===== config.mk =====
export PLATFORM = sky130hd
export DESIGN_NAME = sync_serial_unit
export DESIGN_NICKNAME = d
export VERILOG_FILES = /design/src/sync_serial_pkg.sv /design/src/sync_serial_unit.sv
export SDC_FILE = /design/constraint.sdc
export NUM_CORES = 1
export LEC_CHECK = 0
export ABC_AREA = 0
export BUFFER_PORTS_ARGS = -buffer_cell sky130_fd_sc_hd__buf_2
export CORE_UTILIZATION = 40
export CTS_BUF_LIST = sky130_fd_sc_hd__clkbuf_16
export CTS_CLUSTER_SIZE = 14
export DETAILED_ROUTE_END_ITERATION = 7
export HOLD_SLACK_MARGIN = 0.15
export PLACE_DENSITY_LB_ADDON = 0.3
export SYNTH_ARGS = -nofsm -noshare
export SYNTH_HDL_FRONTEND = slang
export SYNTH_SLANG_ARGS = --single-unit

===== constraint.sdc =====
create_clock -name clk -period 3.2 [get_ports clk]
set_clock_uncertainty 0.15 [all_clocks]
set_input_delay 0 -clock clk [delete_from_list [all_inputs] [get_ports clk]]
set_output_delay 0 -clock clk [all_outputs]
set_load 0.01 [all_outputs]

===== src/sync_serial_pkg.sv =====
// constants shared by the sync serial clocking and shift core
package sync_serial_pkg;

   // register byte addresses
   localparam logic [7:0] CTRL_OFS = 8'h00;
   localparam logic [7:0] CLOCK_MODE_OFS = 8'h04;
   localparam logic [7:0] RX_CLOCK_MODE_OFS = 8'h10;
   localparam logic [7:0] RX_FRAME_OFS = 8'h14;
   localparam logic [7:0] TX_CLOCK_MODE_OFS = 8'h18;
   localparam logic [7:0] TX_FRAME_OFS = 8'h1c;
   localparam logic [7:0] RX_HOLD_OFS = 8'h20;
   localparam logic [7:0] TX_HOLD_OFS = 8'h24;
   localparam logic [7:0] STATUS_OFS = 8'h40;
   localparam logic [7:0] INT_ENABLE_OFS = 8'h44;
   localparam logic [7:0] INT_DISABLE_OFS = 8'h48;
   localparam logic [7:0] INT_MASK_OFS = 8'h4c;

   // control register bits
   localparam int RX_EN_BIT = 0;
   localparam int TX_EN_BIT = 1;

   // clock mode register fields (transmit and receive alike)
   localparam int CKS_LSB = 0;
   localparam int CKO_LSB = 2;
   localparam int CKI_BIT = 5;
   localparam int START_LSB = 8;
   localparam int RATIO_W = 12;

   // frame register fields
   localparam int DATLEN_LSB = 0;
   localparam int MSBF_BIT = 7;

   // status bits
   localparam int TX_FREE_BIT = 0;
   localparam int TX_DRAINED_BIT = 1;
   localparam int RX_AVAIL_BIT = 4;
   localparam int OVERRUN_BIT = 5;
   localparam int STATUS_W = 6;

   // clock source select codes
   localparam logic [1:0] CKS_PIN = 2'h0;
   localparam logic [1:0] CKS_OTHER = 2'h1;
   localparam logic [1:0] CKS_DIV = 2'h2;

   // clock output mode codes
   localparam logic [1:0] CKO_NONE = 2'h0;
   localparam logic [1:0] CKO_CONT = 2'h1;
   localparam logic [1:0] CKO_XFER = 2'h2;

   // start event codes
   localparam logic [2:0] START_CONT = 3'h0;
   localparam logic [2:0] START_OTHER = 3'h1;
   localparam logic [2:0] START_LOW = 3'h2;
   localparam logic [2:0] START_HIGH = 3'h3;
   localparam logic [2:0] START_FALL = 3'h4;
   localparam logic [2:0] START_RISE = 3'h5;
   localparam logic [2:0] START_ANY = 3'h6;

   // reset values
   localparam logic [31:0] REG_RESET = 32'h0000_0000;

   typedef enum logic {IDLE, SHIFT} path_state_t;

endpackage


===== src/sync_serial_unit.sv =====
// sync serial unit: clock divider, clock selection and shift paths
`timescale 1ns/1ps
module sync_serial_unit import sync_serial_pkg::*; (
   input wire logic clk,
   input wire logic rstn,
   input wire logic [7:0] addr,
   input wire logic [31:0] wdata,
   input wire logic wr,
   input wire logic rd,
   output logic [31:0] rdata,
   input wire logic tx_clock_in,
   output logic tx_clock_out,
   output logic tx_clock_oe,
   input wire logic rx_clock_in,
   output logic rx_clock_out,
   output logic rx_clock_oe,
   input wire logic tx_fs_in,
   input wire logic rx_fs_in,
   input wire logic rx_data_in,
   output logic tx_data_out,
   output logic irq
);
   ////////////////////////////////////////////////////////////////////
   // registers and decode
   logic [1:0] ctrl;
   logic [RATIO_W-1:0] ratio;
   logic [10:0] rx_cmr;
   logic [10:0] tx_cmr;
   logic [7:0] rx_fmr;
   logic [7:0] tx_fmr;
   logic [31:0] tx_hold;
   logic [31:0] rx_hold;
   logic hold_full;
   logic rx_avail;
   logic overrun;
   logic [STATUS_W-1:0] mask;
   wire wr_ctrl = wr && (addr == CTRL_OFS);
   wire wr_cmr = wr && (addr == CLOCK_MODE_OFS);
   wire wr_receive_clock_mode_reg = wr && (addr == RX_CLOCK_MODE_OFS);
   wire wr_rfmr = wr && (addr == RX_FRAME_OFS);
   wire wr_transmit_clock_mode_reg = wr && (addr == TX_CLOCK_MODE_OFS);
   wire wr_tfmr = wr && (addr == TX_FRAME_OFS);
   wire wr_thold = wr && (addr == TX_HOLD_OFS);
   wire wr_ier = wr && (addr == INT_ENABLE_OFS);
   wire wr_idr = wr && (addr == INT_DISABLE_OFS);
   wire rd_rhold = rd && (addr == RX_HOLD_OFS);
   wire rd_status = rd && (addr == STATUS_OFS);
   wire rx_en = ctrl[RX_EN_BIT];
   wire tx_en = ctrl[TX_EN_BIT];
   wire [1:0] tx_cks = tx_cmr[CKS_LSB +: 2];
   wire [1:0] rx_cks = rx_cmr[CKS_LSB +: 2];
   wire [1:0] tx_cko = tx_cmr[CKO_LSB +: 2];
   wire [1:0] rx_cko = rx_cmr[CKO_LSB +: 2];
   wire [2:0] tx_start = tx_cmr[START_LSB +: 3];
   wire [2:0] rx_start = rx_cmr[START_LSB +: 3];
   wire [4:0] tx_len = tx_fmr[DATLEN_LSB +: 5];
   wire [4:0] rx_len = rx_fmr[DATLEN_LSB +: 5];
   wire tx_msbf = tx_fmr[MSBF_BIT];
   wire rx_msbf = rx_fmr[MSBF_BIT];
   always_ff @(posedge clk or negedge rstn) begin
      if (!rstn) begin
         ctrl <= 2'h0;
         ratio <= 12'h000;
         rx_cmr <= 11'h000;
         tx_cmr <= 11'h000;
         rx_fmr <= 8'h00;
         tx_fmr <= 8'h00;
         tx_hold <= REG_RESET;
      end else begin
         if (wr_ctrl) ctrl <= wdata[1:0];
         if (wr_cmr) ratio <= wdata[RATIO_W-1:0];
         if (wr_receive_clock_mode_reg) rx_cmr <= wdata[10:0];
         if (wr_transmit_clock_mode_reg) tx_cmr <= wdata[10:0];
         if (wr_rfmr) rx_fmr <= wdata[7:0];
         if (wr_tfmr) tx_fmr <= wdata[7:0];
         if (wr_thold) tx_hold <= wdata;
      end
   end
   logic [4:0] pin_meta;
   logic [4:0] pin_sync;
   always_ff @(posedge clk or negedge rstn) begin
      if (!rstn) begin
         pin_meta <= 5'h00;
         pin_sync <= 5'h00;
      end else begin
         pin_meta <= {rx_data_in, rx_fs_in, tx_fs_in, rx_clock_in, tx_clock_in};
         pin_sync <= pin_meta;
      end
   end
   wire tx_pin = pin_sync[0];
   wire rx_pin = pin_sync[1];
   wire tx_fs = pin_sync[2];
   wire rx_fs = pin_sync[3];
   wire rx_bit = pin_sync[4];
   ////////////////////////////////////////////////////////////////////
   // common divider
   logic [RATIO_W-1:0] div_cnt;
   logic div_clk;
   wire div_last = (div_cnt >= ratio - 12'h001);
   // half period of ratio cycles, stopped at zero
   always_ff @(posedge clk or negedge rstn) begin
      if (!rstn) begin
         div_cnt <= 12'h000;
         div_clk <= 1'b0;
      end else if (ratio == 12'h000) begin
         div_cnt <= 12'h000;
         div_clk <= 1'b0;
      end else if (div_last) begin
         div_cnt <= 12'h000;
         div_clk <= ~div_clk;
      end else begin
         div_cnt <= div_cnt + 12'h001;
      end
   end
   // other side means the far pin or divider, never its cross choice: no loop
   wire tx_own = (tx_cks == CKS_PIN) ? tx_pin : div_clk;
   wire rx_own = (rx_cks == CKS_PIN) ? rx_pin : div_clk;
   wire tx_raw = (tx_cks == CKS_OTHER) ? rx_own : tx_own;
   wire rx_raw = (rx_cks == CKS_OTHER) ? tx_own : rx_own;
   wire tx_lvl = tx_raw ^ tx_cmr[CKI_BIT];
   wire rx_lvl = rx_raw ^ rx_cmr[CKI_BIT];
   logic tx_prev;
   logic rx_prev;
   // transmit drives on falling, receive samples on rising internal edge
   wire tx_edge = tx_prev & ~tx_lvl;
   wire rx_edge = ~rx_prev & rx_lvl;
   path_state_t tx_state;
   path_state_t rx_state;
   always_ff @(posedge clk or negedge rstn) begin
      if (!rstn) begin
         tx_prev <= 1'b0;
         rx_prev <= 1'b0;
         tx_clock_out <= 1'b0;
         rx_clock_out <= 1'b0;
         tx_clock_oe <= 1'b0;
         rx_clock_oe <= 1'b0;
      end else begin
         tx_prev <= tx_lvl;
         rx_prev <= rx_lvl;
         tx_clock_out <= tx_raw;
         rx_clock_out <= rx_raw;
         tx_clock_oe <= (tx_cko == CKO_CONT) || ((tx_cko == CKO_XFER) && (tx_state == SHIFT));
         rx_clock_oe <= (rx_cko == CKO_CONT) || ((rx_cko == CKO_XFER) && (rx_state == SHIFT));
      end
   end
   ////////////////////////////////////////////////////////////////////
   // start events
   function automatic logic start_hit(input logic [2:0] mode, input logic fs, input logic fsp,
                                      input logic cont_ok, input logic other);
      case (mode)
         START_CONT: start_hit = cont_ok;
         START_OTHER: start_hit = other;
         START_LOW: start_hit = ~fs;
         START_HIGH: start_hit = fs;
         START_FALL: start_hit = fsp & ~fs;
         START_RISE: start_hit = ~fsp & fs;
         START_ANY: start_hit = fs ^ fsp;
         default: start_hit = 1'b0;
      endcase
   endfunction
   logic tx_fsp;
   logic rx_fsp;
   logic tx_begun;
   logic rx_begun;
   logic tx_other_pend;
   logic rx_other_pend;
   wire tx_go = start_hit(tx_start, tx_fs, tx_fsp, 1'b1, tx_other_pend);
   wire rx_go = start_hit(rx_start, rx_fs, rx_fsp, rx_en, rx_other_pend);
   // lockstep: far side's frame start held until own edge
   always_ff @(posedge clk or negedge rstn) begin
      if (!rstn) begin
         tx_other_pend <= 1'b0;
         rx_other_pend <= 1'b0;
      end else begin
         tx_other_pend <= rx_begun | (tx_other_pend & ~tx_edge);
         rx_other_pend <= tx_begun | (rx_other_pend & ~rx_edge);
      end
   end
   logic [31:0] tx_sh;
   logic [4:0] tx_cnt;
   logic tx_take;
   wire tx_last = (tx_cnt == tx_len);
   wire [4:0] tx_next_cnt = tx_cnt + 5'h01;
   wire [4:0] tx_idx = tx_msbf ? (tx_len - tx_next_cnt) : tx_next_cnt;
   wire [4:0] tx_first = tx_msbf ? tx_len : 5'h00;
   wire tx_load_idle = (tx_state == IDLE) && tx_en && hold_full && tx_go;
   wire tx_load_next = (tx_state == SHIFT) && tx_last && tx_en && hold_full
                       && (tx_start == START_CONT);
   wire tx_load = tx_edge && (tx_load_idle || tx_load_next);
   always_ff @(posedge clk or negedge rstn) begin
      if (!rstn) begin
         tx_state <= IDLE;
         tx_sh <= REG_RESET;
         tx_cnt <= 5'h00;
         tx_data_out <= 1'b0;
         tx_fsp <= 1'b0;
         tx_take <= 1'b0;
         tx_begun <= 1'b0;
      end else begin
         tx_take <= tx_load;
         tx_begun <= tx_edge && tx_load_idle;
         if (tx_edge) begin
            tx_fsp <= tx_fs;
            if (tx_load) begin
               tx_sh <= tx_hold;
               tx_cnt <= 5'h00;
               tx_data_out <= tx_hold[tx_first];
               tx_state <= SHIFT;
            end else begin
               case (tx_state)
                  IDLE: tx_data_out <= 1'b0;
                  SHIFT: begin
                     if (tx_last) begin
                        tx_state <= IDLE;
                        tx_data_out <= 1'b0;
                     end else begin
                        tx_cnt <= tx_next_cnt;
                        tx_data_out <= tx_sh[tx_idx];
                     end
                  end
                  default: tx_state <= IDLE;
               endcase
            end
         end
      end
   end
   // a write landing with the transfer wins: the new word stays pending
   // holding freed when shifter takes it
   always_ff @(posedge clk or negedge rstn) begin
      if (!rstn) begin
         hold_full <= 1'b0;
      end else begin
         hold_full <= wr_thold | (hold_full & ~tx_take);
      end
   end
   ////////////////////////////////////////////////////////////////////
   // receive path
   logic [31:0] rx_sh;
   logic [4:0] rx_cnt;
   logic rx_done;
   wire rx_last = (rx_cnt == rx_len);
   wire [31:0] rx_msb_word = {rx_sh[30:0], rx_bit};
   wire [31:0] rx_lsb_word = rx_sh | ({31'h0, rx_bit} << rx_cnt);
   wire [31:0] rx_word = rx_msbf ? rx_msb_word : rx_lsb_word;
   always_ff @(posedge clk or negedge rstn) begin
      if (!rstn) begin
         rx_state <= IDLE;
         rx_sh <= REG_RESET;
         rx_cnt <= 5'h00;
         rx_hold <= REG_RESET;
         rx_fsp <= 1'b0;
         rx_done <= 1'b0;
         rx_begun <= 1'b0;
      end else begin
         rx_done <= 1'b0;
         rx_begun <= 1'b0;
         if (rx_edge) begin
            rx_fsp <= rx_fs;
            case (rx_state)
               IDLE: begin
                  if (rx_go) begin
                     rx_state <= SHIFT;
                     rx_cnt <= 5'h00;
                     rx_sh <= REG_RESET;
                     rx_begun <= 1'b1;
                  end
               end
               SHIFT: begin
                  if (rx_last) begin
                     rx_hold <= rx_word;
                     rx_done <= 1'b1;
                     rx_cnt <= 5'h00;
                     rx_sh <= REG_RESET;
                     if (!(rx_en && (rx_start == START_CONT))) rx_state <= IDLE;
                  end else begin
                     rx_sh <= rx_word;
                     rx_cnt <= rx_cnt + 5'h01;
                  end
               end
               default: rx_state <= IDLE;
            endcase
         end
      end
   end
   // arrival wins over a clearing read in the same cycle
   always_ff @(posedge clk or negedge rstn) begin
      if (!rstn) begin
         rx_avail <= 1'b0;
         overrun <= 1'b0;
      end else begin
         rx_avail <= rx_done | (rx_avail & ~rd_rhold);
         overrun <= (rx_done & rx_avail & ~rd_rhold) | (overrun & ~rd_status);
      end
   end
   wire tx_free = ~hold_full;
   wire tx_drained = ~hold_full && (tx_state == IDLE) && ~tx_take;
   wire [STATUS_W-1:0] status = {overrun, rx_avail, 2'h0, tx_drained, tx_free};
   // set and clear mask by one-bits
   always_ff @(posedge clk or negedge rstn) begin
      if (!rstn) begin
         mask <= 6'h00;
         irq <= 1'b0;
      end else begin
         mask <= (mask | (wr_ier ? wdata[STATUS_W-1:0] : 6'h00))
                 & ~(wr_idr ? wdata[STATUS_W-1:0] : 6'h00);
         irq <= |(status & mask);
      end
   end
   wire [31:0] read_mux =
      (addr == CTRL_OFS) ? {30'h0, ctrl} :
      (addr == CLOCK_MODE_OFS) ? {20'h0, ratio} :
      (addr == RX_CLOCK_MODE_OFS) ? {21'h0, rx_cmr} :
      (addr == RX_FRAME_OFS) ? {24'h0, rx_fmr} :
      (addr == TX_CLOCK_MODE_OFS) ? {21'h0, tx_cmr} :
      (addr == TX_FRAME_OFS) ? {24'h0, tx_fmr} :
      (addr == RX_HOLD_OFS) ? rx_hold :
      (addr == TX_HOLD_OFS) ? tx_hold :
      (addr == STATUS_OFS) ? {26'h0, status} :
      (addr == INT_MASK_OFS) ? {26'h0, mask} : 32'h0;
   always_ff @(posedge clk or negedge rstn) begin
      if (!rstn) begin
         rdata <= REG_RESET;
      end else begin
         rdata <= rd ? read_mux : 32'h0;
      end
   end
endmodule


==> results of run 1 <==
-- stage by stage --
| step | hold WS (ns) | util [%] | std cells |
|---|---|---|---|
| after global routing | 0.203 | 49.4 | 1798 |
| after floorplan | -0.446 | - | 1163 |
| after detailed placement | -0.133 | 43.7 | 1656 |
| final | 0.195 | 49.4 | 1800 |
| after global placement | -0.136 | 43.7 | 1656 |
| after CTS | 0.179 | 49.3 | 1798 |
-- synthesized netlist by cell type, types with 17 or more instances --
master,n,share of area (%)
xor2_1,18,1.2
a22oi_1,28,1.6
a21oi_1,70,2.6
xnor2_1,21,1.4
nand3_1,17,0.64
nor2_1,76,2.1
mux2i_1,34,2.6
dfrtp_1,272,51
clkbuf_1,36,1.0
inv_1,28,0.79
mux2_2,148,13
a22o_1,28,1.8
o21ai_0,54,2.0
nand2_1,81,2.3
ha_1,25,2.4
nor3_1,17,0.64
-- state kept, by name, indices dropped and copies added, names as in the netlist, 2 cells and up --
register  cells
pin_meta      5
rx_hold      32
ctrl          2
tx_cmr       11
rx_cmr       11
rdata        32
div_cnt      12
rx_sh        32
mask          6
tx_hold      32
tx_sh        32
tx_fmr        8
pin_sync      5
ratio        12
tx_cnt        5
rx_fmr        8
rx_cnt        5
-- final cells by class --
cell class	instances	area [um^2]	share of cell area [%]
clock buffers	30	751	4.66
repair buffers	207	1650	10.3
well taps	442	553	3.43
diodes	2	5.00	0.0311
inverters	29	110	0.684
flip-flops and latches	272	6810	42.3
clock inverters	22	174	1.08
multi-input cells	796	6050	37.6
-- per-layer routing --
metal / global-route usage [%] / vias to the layer above / part of all wire, %
li1: - / 4580 / -
met1: 31.2 / 5114 / 45
met2: 35.1 / 301 / 47
met3: 2.92 / 68 / 5.7
met4: 6.30 / 0 / 2.4
met5: 0 / - / 0
-- logic make-up (layout without fill, tap and decap cells) --
family / Yosys count / after routing / share of synthesized area, %
flip-flops: 272 / 272 / 51.2
other: 0 / 2 / 0
multiplexers: 193 / 193 / 16.8
buffers and inverters: 95 / 288 / 3.31
XOR/XNOR: 39 / 39 / 2.57
AO/OA/AOI/OAI: 259 / 259 / 12.9
adder cells (fa/ha/maj): 26 / 26 / 2.50
AND/OR/NAND/NOR: 279 / 279 / 10.7
-- final timing paths --
| path | end | from |
|---|---|---|
| worst min register to register | pin_sync[3] | pin_meta[3] |
| min in group asynchronous | tx_hold[3] | rstn |
| worst max-delay path | rdata[1] | addr[2] |
| worst min-delay path | pin_sync[3] | pin_meta[3] |
| max in group asynchronous | div_cnt[3] | rstn |
| worst max register to register | tx_data_out | tx_cnt[0] |
-- where the power goes --
| group | internal [mW] | leakage [nW] | switching [mW] |
|---|---|---|---|
| sequential | 3.60 | 3.73 | 0.216 |
| clock | 1.86 | 0.469 | 1.40 |
| combinational | 0.474 | 3.58 | 0.566 |
-- repair_timing --
action	in CTS	in global routing
setup endpoints to repair	0	1
endpoints found under the hold margin	381	0
gates resized for setup	0	1
hold buffers	90	0
==> metrics.md, run 1 <==
| Metric | Value |
|---|---|
| Initial antenna violation count | `0` |
| Maximum capacitance violations | `0` |
| Placed inst area | `14,300 um^2` |
| Worst-margin pin slew | `0.771 ns` |
| Tmin final | `3.03 ns` |
| Setup ws final | `0.173 ns` |
| Die height | `184 um` |
| Levels on crit path | `10` |
| Status | `completed` |
| Max frequency | `330 MHz` |
| Netlist cell types | `82` |
| Final Wtd Congestion | `about 0.91` |
| First-pass GRT wire length | `57.9 mm` |
| CP Data Required Time | `3.50 ns` |
| Rel. slew slack | `48.5%` |
| GRT Util Overall | `22.0%` |
| Grt ovf | `0` |
| Delay-heaviest family, CP | `buffers and inverters` |
| 1st-iter DRT viols | `about 900` |
| CP Buf/Inv Count | `6` |
| Clock tree buffer depth | `3` |
| Post-synthesis cell count | `1,163` |
| CTS tree | `built` |
| PD cells | `roughly 500 nW/um^2` |
| Unrepaired setup endpoints after global routing | `false` |
| Initial core utilization | `40.8%` |
| Largest net degree at the start of global routing | `86` |
| Setup TNS | `0 ns` |
| CP peak stage delay | `0.61 ns` |
| Root buf cell | `clkbuf_16` |
| CTS Buf Count | `30` |
| Cell mode on critical path | `dlygate4sd3_1` |
| Worst Hold Depth | `0` |
| Core area | `around 33,000 um^2` |
| Synthesized area per cell | `11.4 um^2` |
| Final Hold Fails | `0` |
| Count of input and output buffers | `86` |
| TritonRoute pass-1 iters | `5` |
| Number of enable flip-flop cells after synthesis | `0` |
| DR vias/cell | `~5.6` |
| Htree depth | `1` |
| Startpoint types | `primary input` |
| Number of placement rows | `between 60 and 70` |
| Synth Flop Type | `dfrtp_1` |
| WL per Instance | `20.3 um` |
| Synthesis Warnings | `0` |
| Maximum vdd ir drop | `between 0.4 and 0.5 mV` |
| Vias in the first global route | `10,020` |
| Die area | `34,000 um^2` |
| Place WS | `0.222 ns` |
| IO Pins | `87` |
| P_leak | `between 7 and 8 nW` |
| Slowest-stage cell, CP | `dlygate4sd3_1` |
| Hold Crit Class | `register to register` |
| Max FO, Critical Path | `24` |
| Synth-to-Final Area Change | `21.2%` |
| Period utilisation layout | `around 95%` |
| Mapped Area | `13,300 um^2` |
| Drc violations | `0` |
| DIE WIDTH | `184 um` |
| Nets | `1,411` |
| Max-slew violations | `0` |
| Layout cell share with drive strength beyond 1 | `23.9%` |
| CTS clk-pin slew, worst paths | `around 0.060 ns` |
| Critical path type | `primary input to register` |
| Detailed Place HPWL | `24.6 mm` |
| Sequential fraction of the synthesis area | `51.2%` |
| Worst EP arrival | `3.32 ns` |
| Design Area, Final | `16,100 um^2` |
| Kind of end point of the critical path | `register` |
| Async set-reset flop share out of synthesis | `100%` |
| Commonest non-fill, non-tap cell in the layout | `dfrtp_1` |
| Worst path cell trace | `dlygate4sd3_1 > buf_2 > nor4_2 > dlygate4sd3_1 > buf_4 > nand2_1 > o21ai_0 > dlygate4sd3_1 > nor2_1 > dlygate4sd3_1` |
| Design Power | `8.11 mW` |
| Fillcell total | `2,894` |
| Most frequent cells in the layout | `272 x dfrtp_1, 148 x mux2_2, 89 x dlygate4sd3_1` |
| Post-route ant nets | `0` |
| Seq cells post-synth | `272` |
| Post-Syn Nets | `around 1,200` |
| Clock sink count | `approximately 270` |
| Depth of the most critical reg-to-reg path | `11` |
| Later-pin clock latency in the skew report | `0.57 ns` |
| Post-CTS setup-driven buffer insertion count | `0` |
| Vias post-DR | `between 10,000 and 15,000` |
| DRT Wirelength | `36.5 mm` |
| R2r setup slk | `0.19 ns` |
| Setup violators final | `0` |
Power figures use the tool's default switching activity.
==> run 2: changes to the inputs <==
clock period = 3 ns   (was 3.2 ns; I/O delays follow)
==> metrics.md, run 2 (synthesis results as in run 1) <==
| Metric | Value |
|---|---|
| CP Data Required Time | `3.29 ns` |
| DR vias/cell | `5.56` |
| Max frequency | `344 MHz` |
| Final Hold Fails | `0` |
| DIE WIDTH | `184 um` |
| Max-slew violations | `0` |
| Critical path type | `register to register` |
| Grt ovf | `0` |
| P_leak | `between 7 and 8 nW` |
| Die height | `184 um` |
| Hold Crit Class | `primary input to register` |
| Number of placement rows | `66` |
| Worst EP arrival | `about 3.2 ns` |
| Period utilisation layout | `a little over nine tenths` |
| CP peak stage delay | `0.46 ns` |
| Nets | `1,414` |
| Count of input and output buffers | `86` |
| Startpoint types | `register` |
| Maximum capacitance violations | `0` |
| Status | `completed` |
| Max FO, Critical Path | `6` |
| Unrepaired setup endpoints after global routing | `true` |
| DR WL met3 | `2.13 mm` |
| Vias post-DR | `between 10,000 and 15,000` |
| GRT Util Overall | `about 22%` |
| Design Power | `8.91 mW` |
| Most frequent cells in the layout | `270 x dfrtp_1, 147 x mux2_2, 86 x dlygate4sd3_1` |
| Layout cell share with drive strength beyond 1 | `approximately 25%` |
| DRT Wirelength | `36.4 mm` |
| Post-route ant nets | `0` |
| Setup ws final | `0.0926 ns` |
| Worst-margin pin slew | `approximately 0.7 ns` |
| Tmin final | `2.91 ns` |
| CTS Buf Count | `30` |
| Final hold slack | `0.182 ns` |
| First-pass GRT wire length | `57.2 mm` |
| WL per Instance | `20.2 um` |
| Antenna Cells | `0` |
| TritonRoute pass-1 iters | `6` |
| Routed wl met2 | `17.1 mm` |
| CTS clk-pin slew, worst paths | `0.06 ns` |
| Synth-to-Final Area Change | `22.1%` |
| Root buf cell | `clkbuf_16` |
| DR top layer | `met4` |
| Kind of end point of the critical path | `register` |
| IO Pins | `87` |
| Final Wtd Congestion | `roughly 0.93` |
| Core area | `32,600 um^2` |
| Clock tree buffer depth | `3` |
| Initial core utilization | `about two fifths` |
| Place WS | `~0.012 ns` |
| Vias in the first global route | `9,981` |
| Worst path cell trace | `ha_4 > inv_2 > fa_1 > mux2i_2 > buf_6 > mux4_1 > mux2i_1 > mux2_2 > nor3b_1 > or3_1` |
| Later-pin clock latency in the skew report | `0.57 ns` |
| Drc violations | `0` |
| CTS tree | `built` |
| 1st-iter DRT viols | `786` |
| Commonest non-fill, non-tap cell in the layout | `dfrtp_1` |
| Htree depth | `1` |
| Slowest-stage cell, CP | `fa_1` |
| Setup violators final | `0` |
| Maximum vdd ir drop | `0.437 mV` |
| Detailed Place HPWL | `24.5 mm` |
| PD cells | `about 550 nW/um^2` |
| Clock sink count | `272` |
| Die area | `between 30,000 and 40,000 um^2` |
| Largest net degree at the start of global routing | `79` |
| Finished Core Util | `49.8%` |
| Initial antenna violation count | `1` |
| Rel. slew slack | `a little over half` |
| M1 WL | `roughly 16 mm` |
run 2: changes by cell type in the layout (fill, tap and decap cells not counted), sizes merged:
cell         change
buf              +6
bufinv           +3
clkinv           -4
clkinvlp         -1
diode            -2
dlygate4sd3      -3
inv              +3
run 2: timing repair:
item                                    4_1_cts  5_1_grt
endpoints found under the setup margin        0       14
setup buffers                                 0        0
gates resized for setup                       0       13
hold endpoints to repair                    382        0
hold buffers                                 87        0
run 2: final timing paths:
| path | start | end | slack, ns | cells after the start |
|---|---|---|---|---|
| max in group asynchronous | rstn | pin_sync[2] | 1.72 | 4 |
| worst min register to register | pin_meta[4] | pin_sync[4] | 0.20 | 0 |
| worst min-delay path | rd | rdata[1] | 0.18 | 4 |
| worst max register to register | tx_cnt[0] | tx_data_out | 0.09 | 10 |
| min in group asynchronous | rstn | pin_meta[3] | 0.44 | 4 |
| worst max-delay path | tx_cnt[0] | tx_data_out | 0.09 | 10 |
run 2: worst max-delay path: cells and delay by family, from the launching register on:
family / cells / cell delay, ns
muxes: 4 / 0.83
buffers and inverters: 2 / 0.23
adders and majority gates: 2 / 0.75
DFF: 1 / 0.44
and+or+nand+nor: 2 / 0.37
run 2: layout make-up:
class	instances	area, um^2
fillers	2869	16400
multi-input cells	796	6080
repair buffers	210	1680
inverters	29	110
clock buffers	30	751
clock inverters	23	250
flip-flops and latches	272	6810
well taps	442	553
run 2: per-stage QoR:
step	cells	TNS [ns]	instance area, um^2
global placement	1661	0	14300
floorplan	1163	0	13300
finish	1802	0	16200
global route	1802	-0.0521	16200
CTS	1801	0	16200
detailed placement	1661	0	14300
run 2: power breakdown:
group | switching (mW) | total, mW | internal [mW]
combinational | 0.612 | 1.13 | 0.522
sequential | 0.227 | 4.06 | 3.84
clock | 1.48 | 3.71 | 2.23
run 2: layer usage:
| layer | up-vias | GRT usage (%) |
|---|---|---|
| li1 | 4583 | - |
| met1 | 5061 | 30.1 |
| met2 | 301 | 34.7 |
| met3 | 71 | 3.95 |
| met4 | 0 | 6.60 |
| met5 | - | 0 |
==> run 3: changes to the inputs <==
CORE_MARGIN = 2   (was not set)
==> metrics.md, run 3 (synthesis results as in run 1) <==
| Metric | Value |
|---|---|
| DR vias/cell | `5.52` |
| CTS tree | `built` |
| Clk pwr share | `between 40% and 50%` |
| Vias in the first global route | `9,922` |
| Synth-to-Final Area Change | `22.2%` |
| Non-Filler Instances | `1,811` |
| Layout cell share with drive strength beyond 1 | `about 25%` |
| Fillcell total | `2,842` |
| Clock sink count | `272` |
| PD cells | `roughly 530 nW/um^2` |
| Maximum vdd ir drop | `0.485 mV` |
| Logic pwr share | `13.2%` |
| Worst-margin pin slew | `between 0.6 and 0.7 ns` |
| Grt ovf | `0` |
| WL per Instance | `~20 um` |
| Initial core utilization | `40.8%` |
| NetSw | `2.31 mW` |
| First-pass GRT wire length | `between 50 and 60 mm` |
| Hold path start | `wdata[9]` |
| Internal power | `~6.4 mW` |
| Count of input and output buffers | `86` |
| Sw Ratio | `26.6%` |
| Final Wtd Congestion | `0.913` |
| Commonest non-fill, non-tap cell in the layout | `dfrtp_1` |
| Number of placement rows | `66` |
| DRT Wirelength | `36.8 mm` |
| Sequential share of power | `46.8%` |
| Period utilisation layout | `97.9%` |
| 1st-iter DRT viols | `1,003` |
| Setup violators final | `0` |
| TritonRoute pass-1 iters | `7` |
| Tmin final | `2.94 ns` |
| Post-route ant nets | `0` |
| Startpoint types | `register` |
| Final Hold Fails | `0` |
| Detailed Place HPWL | `24.7 mm` |
| GRT Util Overall | `a little over a fifth` |
| Status | `completed` |
| Initial antenna violation count | `2` |
| Worst EP arrival | `between 3 and 4 ns` |
| Most frequent cells in the layout | `269 x dfrtp_1, 147 x mux2_2, 90 x dlygate4sd3_1` |
| Nets | `1,424` |
| CP Data Required Time | `between 3 and 4 ns` |
| Later-pin clock latency in the skew report | `0.55 ns` |
| DIE WIDTH | `roughly 190 um` |
| Root buf cell | `clkbuf_16` |
| Die area | `34,700 um^2` |
| Max frequency | `340 MHz` |
| Finished Core Util | `49.8%` |
| CTS clk-pin slew, worst paths | `0.06 ns` |
| Hold Crit Class | `primary input to register` |
| Largest net degree at the start of global routing | `84` |
| Kind of end point of the critical path | `register` |
| Critical path type | `register to register` |
| Clock tree buffer depth | `3` |
| R2r setup slk | `0.06 ns` |
| Core area | `32,600 um^2` |
| P_leak | `7.84 nW` |
| Placed cells | `1,666` |
| Die height | `186 um` |
| CP startpoint | `tx_cnt[0]` |
| Vias post-DR | `10,002` |
| CTS Buf Count | `29` |
| Max FO, Critical Path | `6` |
| IO Pins | `87` |
| Rel. slew slack | `roughly 57%` |
| Htree depth | `1` |
| Unrepaired setup endpoints after global routing | `true` |
| Max-slew violations | `0` |
| Maximum capacitance violations | `0` |
| RR Startpoint | `tx_cnt[0]` |
| Drc violations | `0` |
==> run 3: layer usage <==
metal / wire length (um) / vias up / global-route usage [%]
met5: 0 / - / 0
met2: 17200 / 320 / 33.6
li1: - / 4610 / -
met4: 1050 / 0 / 6.25
met1: 16400 / 5001 / 29.4
met3: 2230 / 71 / 3.42
==> run 3: final timing paths <==
check	to	cells past startpoint
max in group asynchronous	tx_sh[16]	4
min in group asynchronous	pin_meta[3]	4
setup / recovery	tx_data_out	10
hold / removal	tx_cmr[9]	3
hold reg to reg	pin_sync[1]	0
setup reg to reg	tx_data_out	10
==> run 3: layout make-up <==
| cell class | instances | area, um^2 | area share (%) |
|---|---|---|---|
| inverters | 29 | 110 | 0.678 |
| flip-flops and latches | 272 | 6810 | 41.9 |
| clock inverters | 21 | 184 | 1.13 |
| repair buffers | 221 | 1770 | 10.9 |
| clock buffers | 29 | 726 | 4.47 |
| diodes | 1 | 2.50 | 0.0154 |
| well taps | 442 | 553 | 3.41 |
| multi-input cells | 796 | 6090 | 37.5 |
==> run 3: through the flow <==
stage	setup WS (ns)	hold WS (ns)	TNS, ns	power (mW)	cell area (um^2)
finish	0.0615	0.171	0	8.67	16200
global route	-0.0325	0.165	-0.0325	9.04	16200
CTS	0.00439	0.153	0	8.70	16200
detailed placement	0.0531	-0.108	0	5.14	14300
global placement	0.138	-0.117	0	5.12	14300
floorplan	0.0243	-0.446	0	4.73	13300
==> run 3: what timing repair did <==
action | 4_1_cts | 5_1_grt
resized for setup | 0 | 14
hold endpoints to repair | 382 | 0
buffers inserted | 0 | 2
hold buffers | 91 | 0
setup endpoints to repair | 0 | 10
==> run 3: power by group through the flow <==
stage,Sequential [mW],Clock (mW),Combinational [mW]
after floorplan,4.02,0,0.713
after global placement,4.11,0,1.01
after detailed placement,4.11,0,1.03
after CTS,4.05,3.53,1.12
after global routing,4.08,3.69,1.27
final,4.06,3.46,1.14
==> run 3: critical path: stages (launching register included) <==
cell     delay (ns)
dfrtp_2        0.45
ha_4           0.29
inv_2          0.05
fa_1           0.45
mux2i_2        0.25
buf_4          0.21
mux4_1         0.28
mux2i_1        0.15
mux2_2         0.17
nor3b_1        0.04
or3_1          0.34
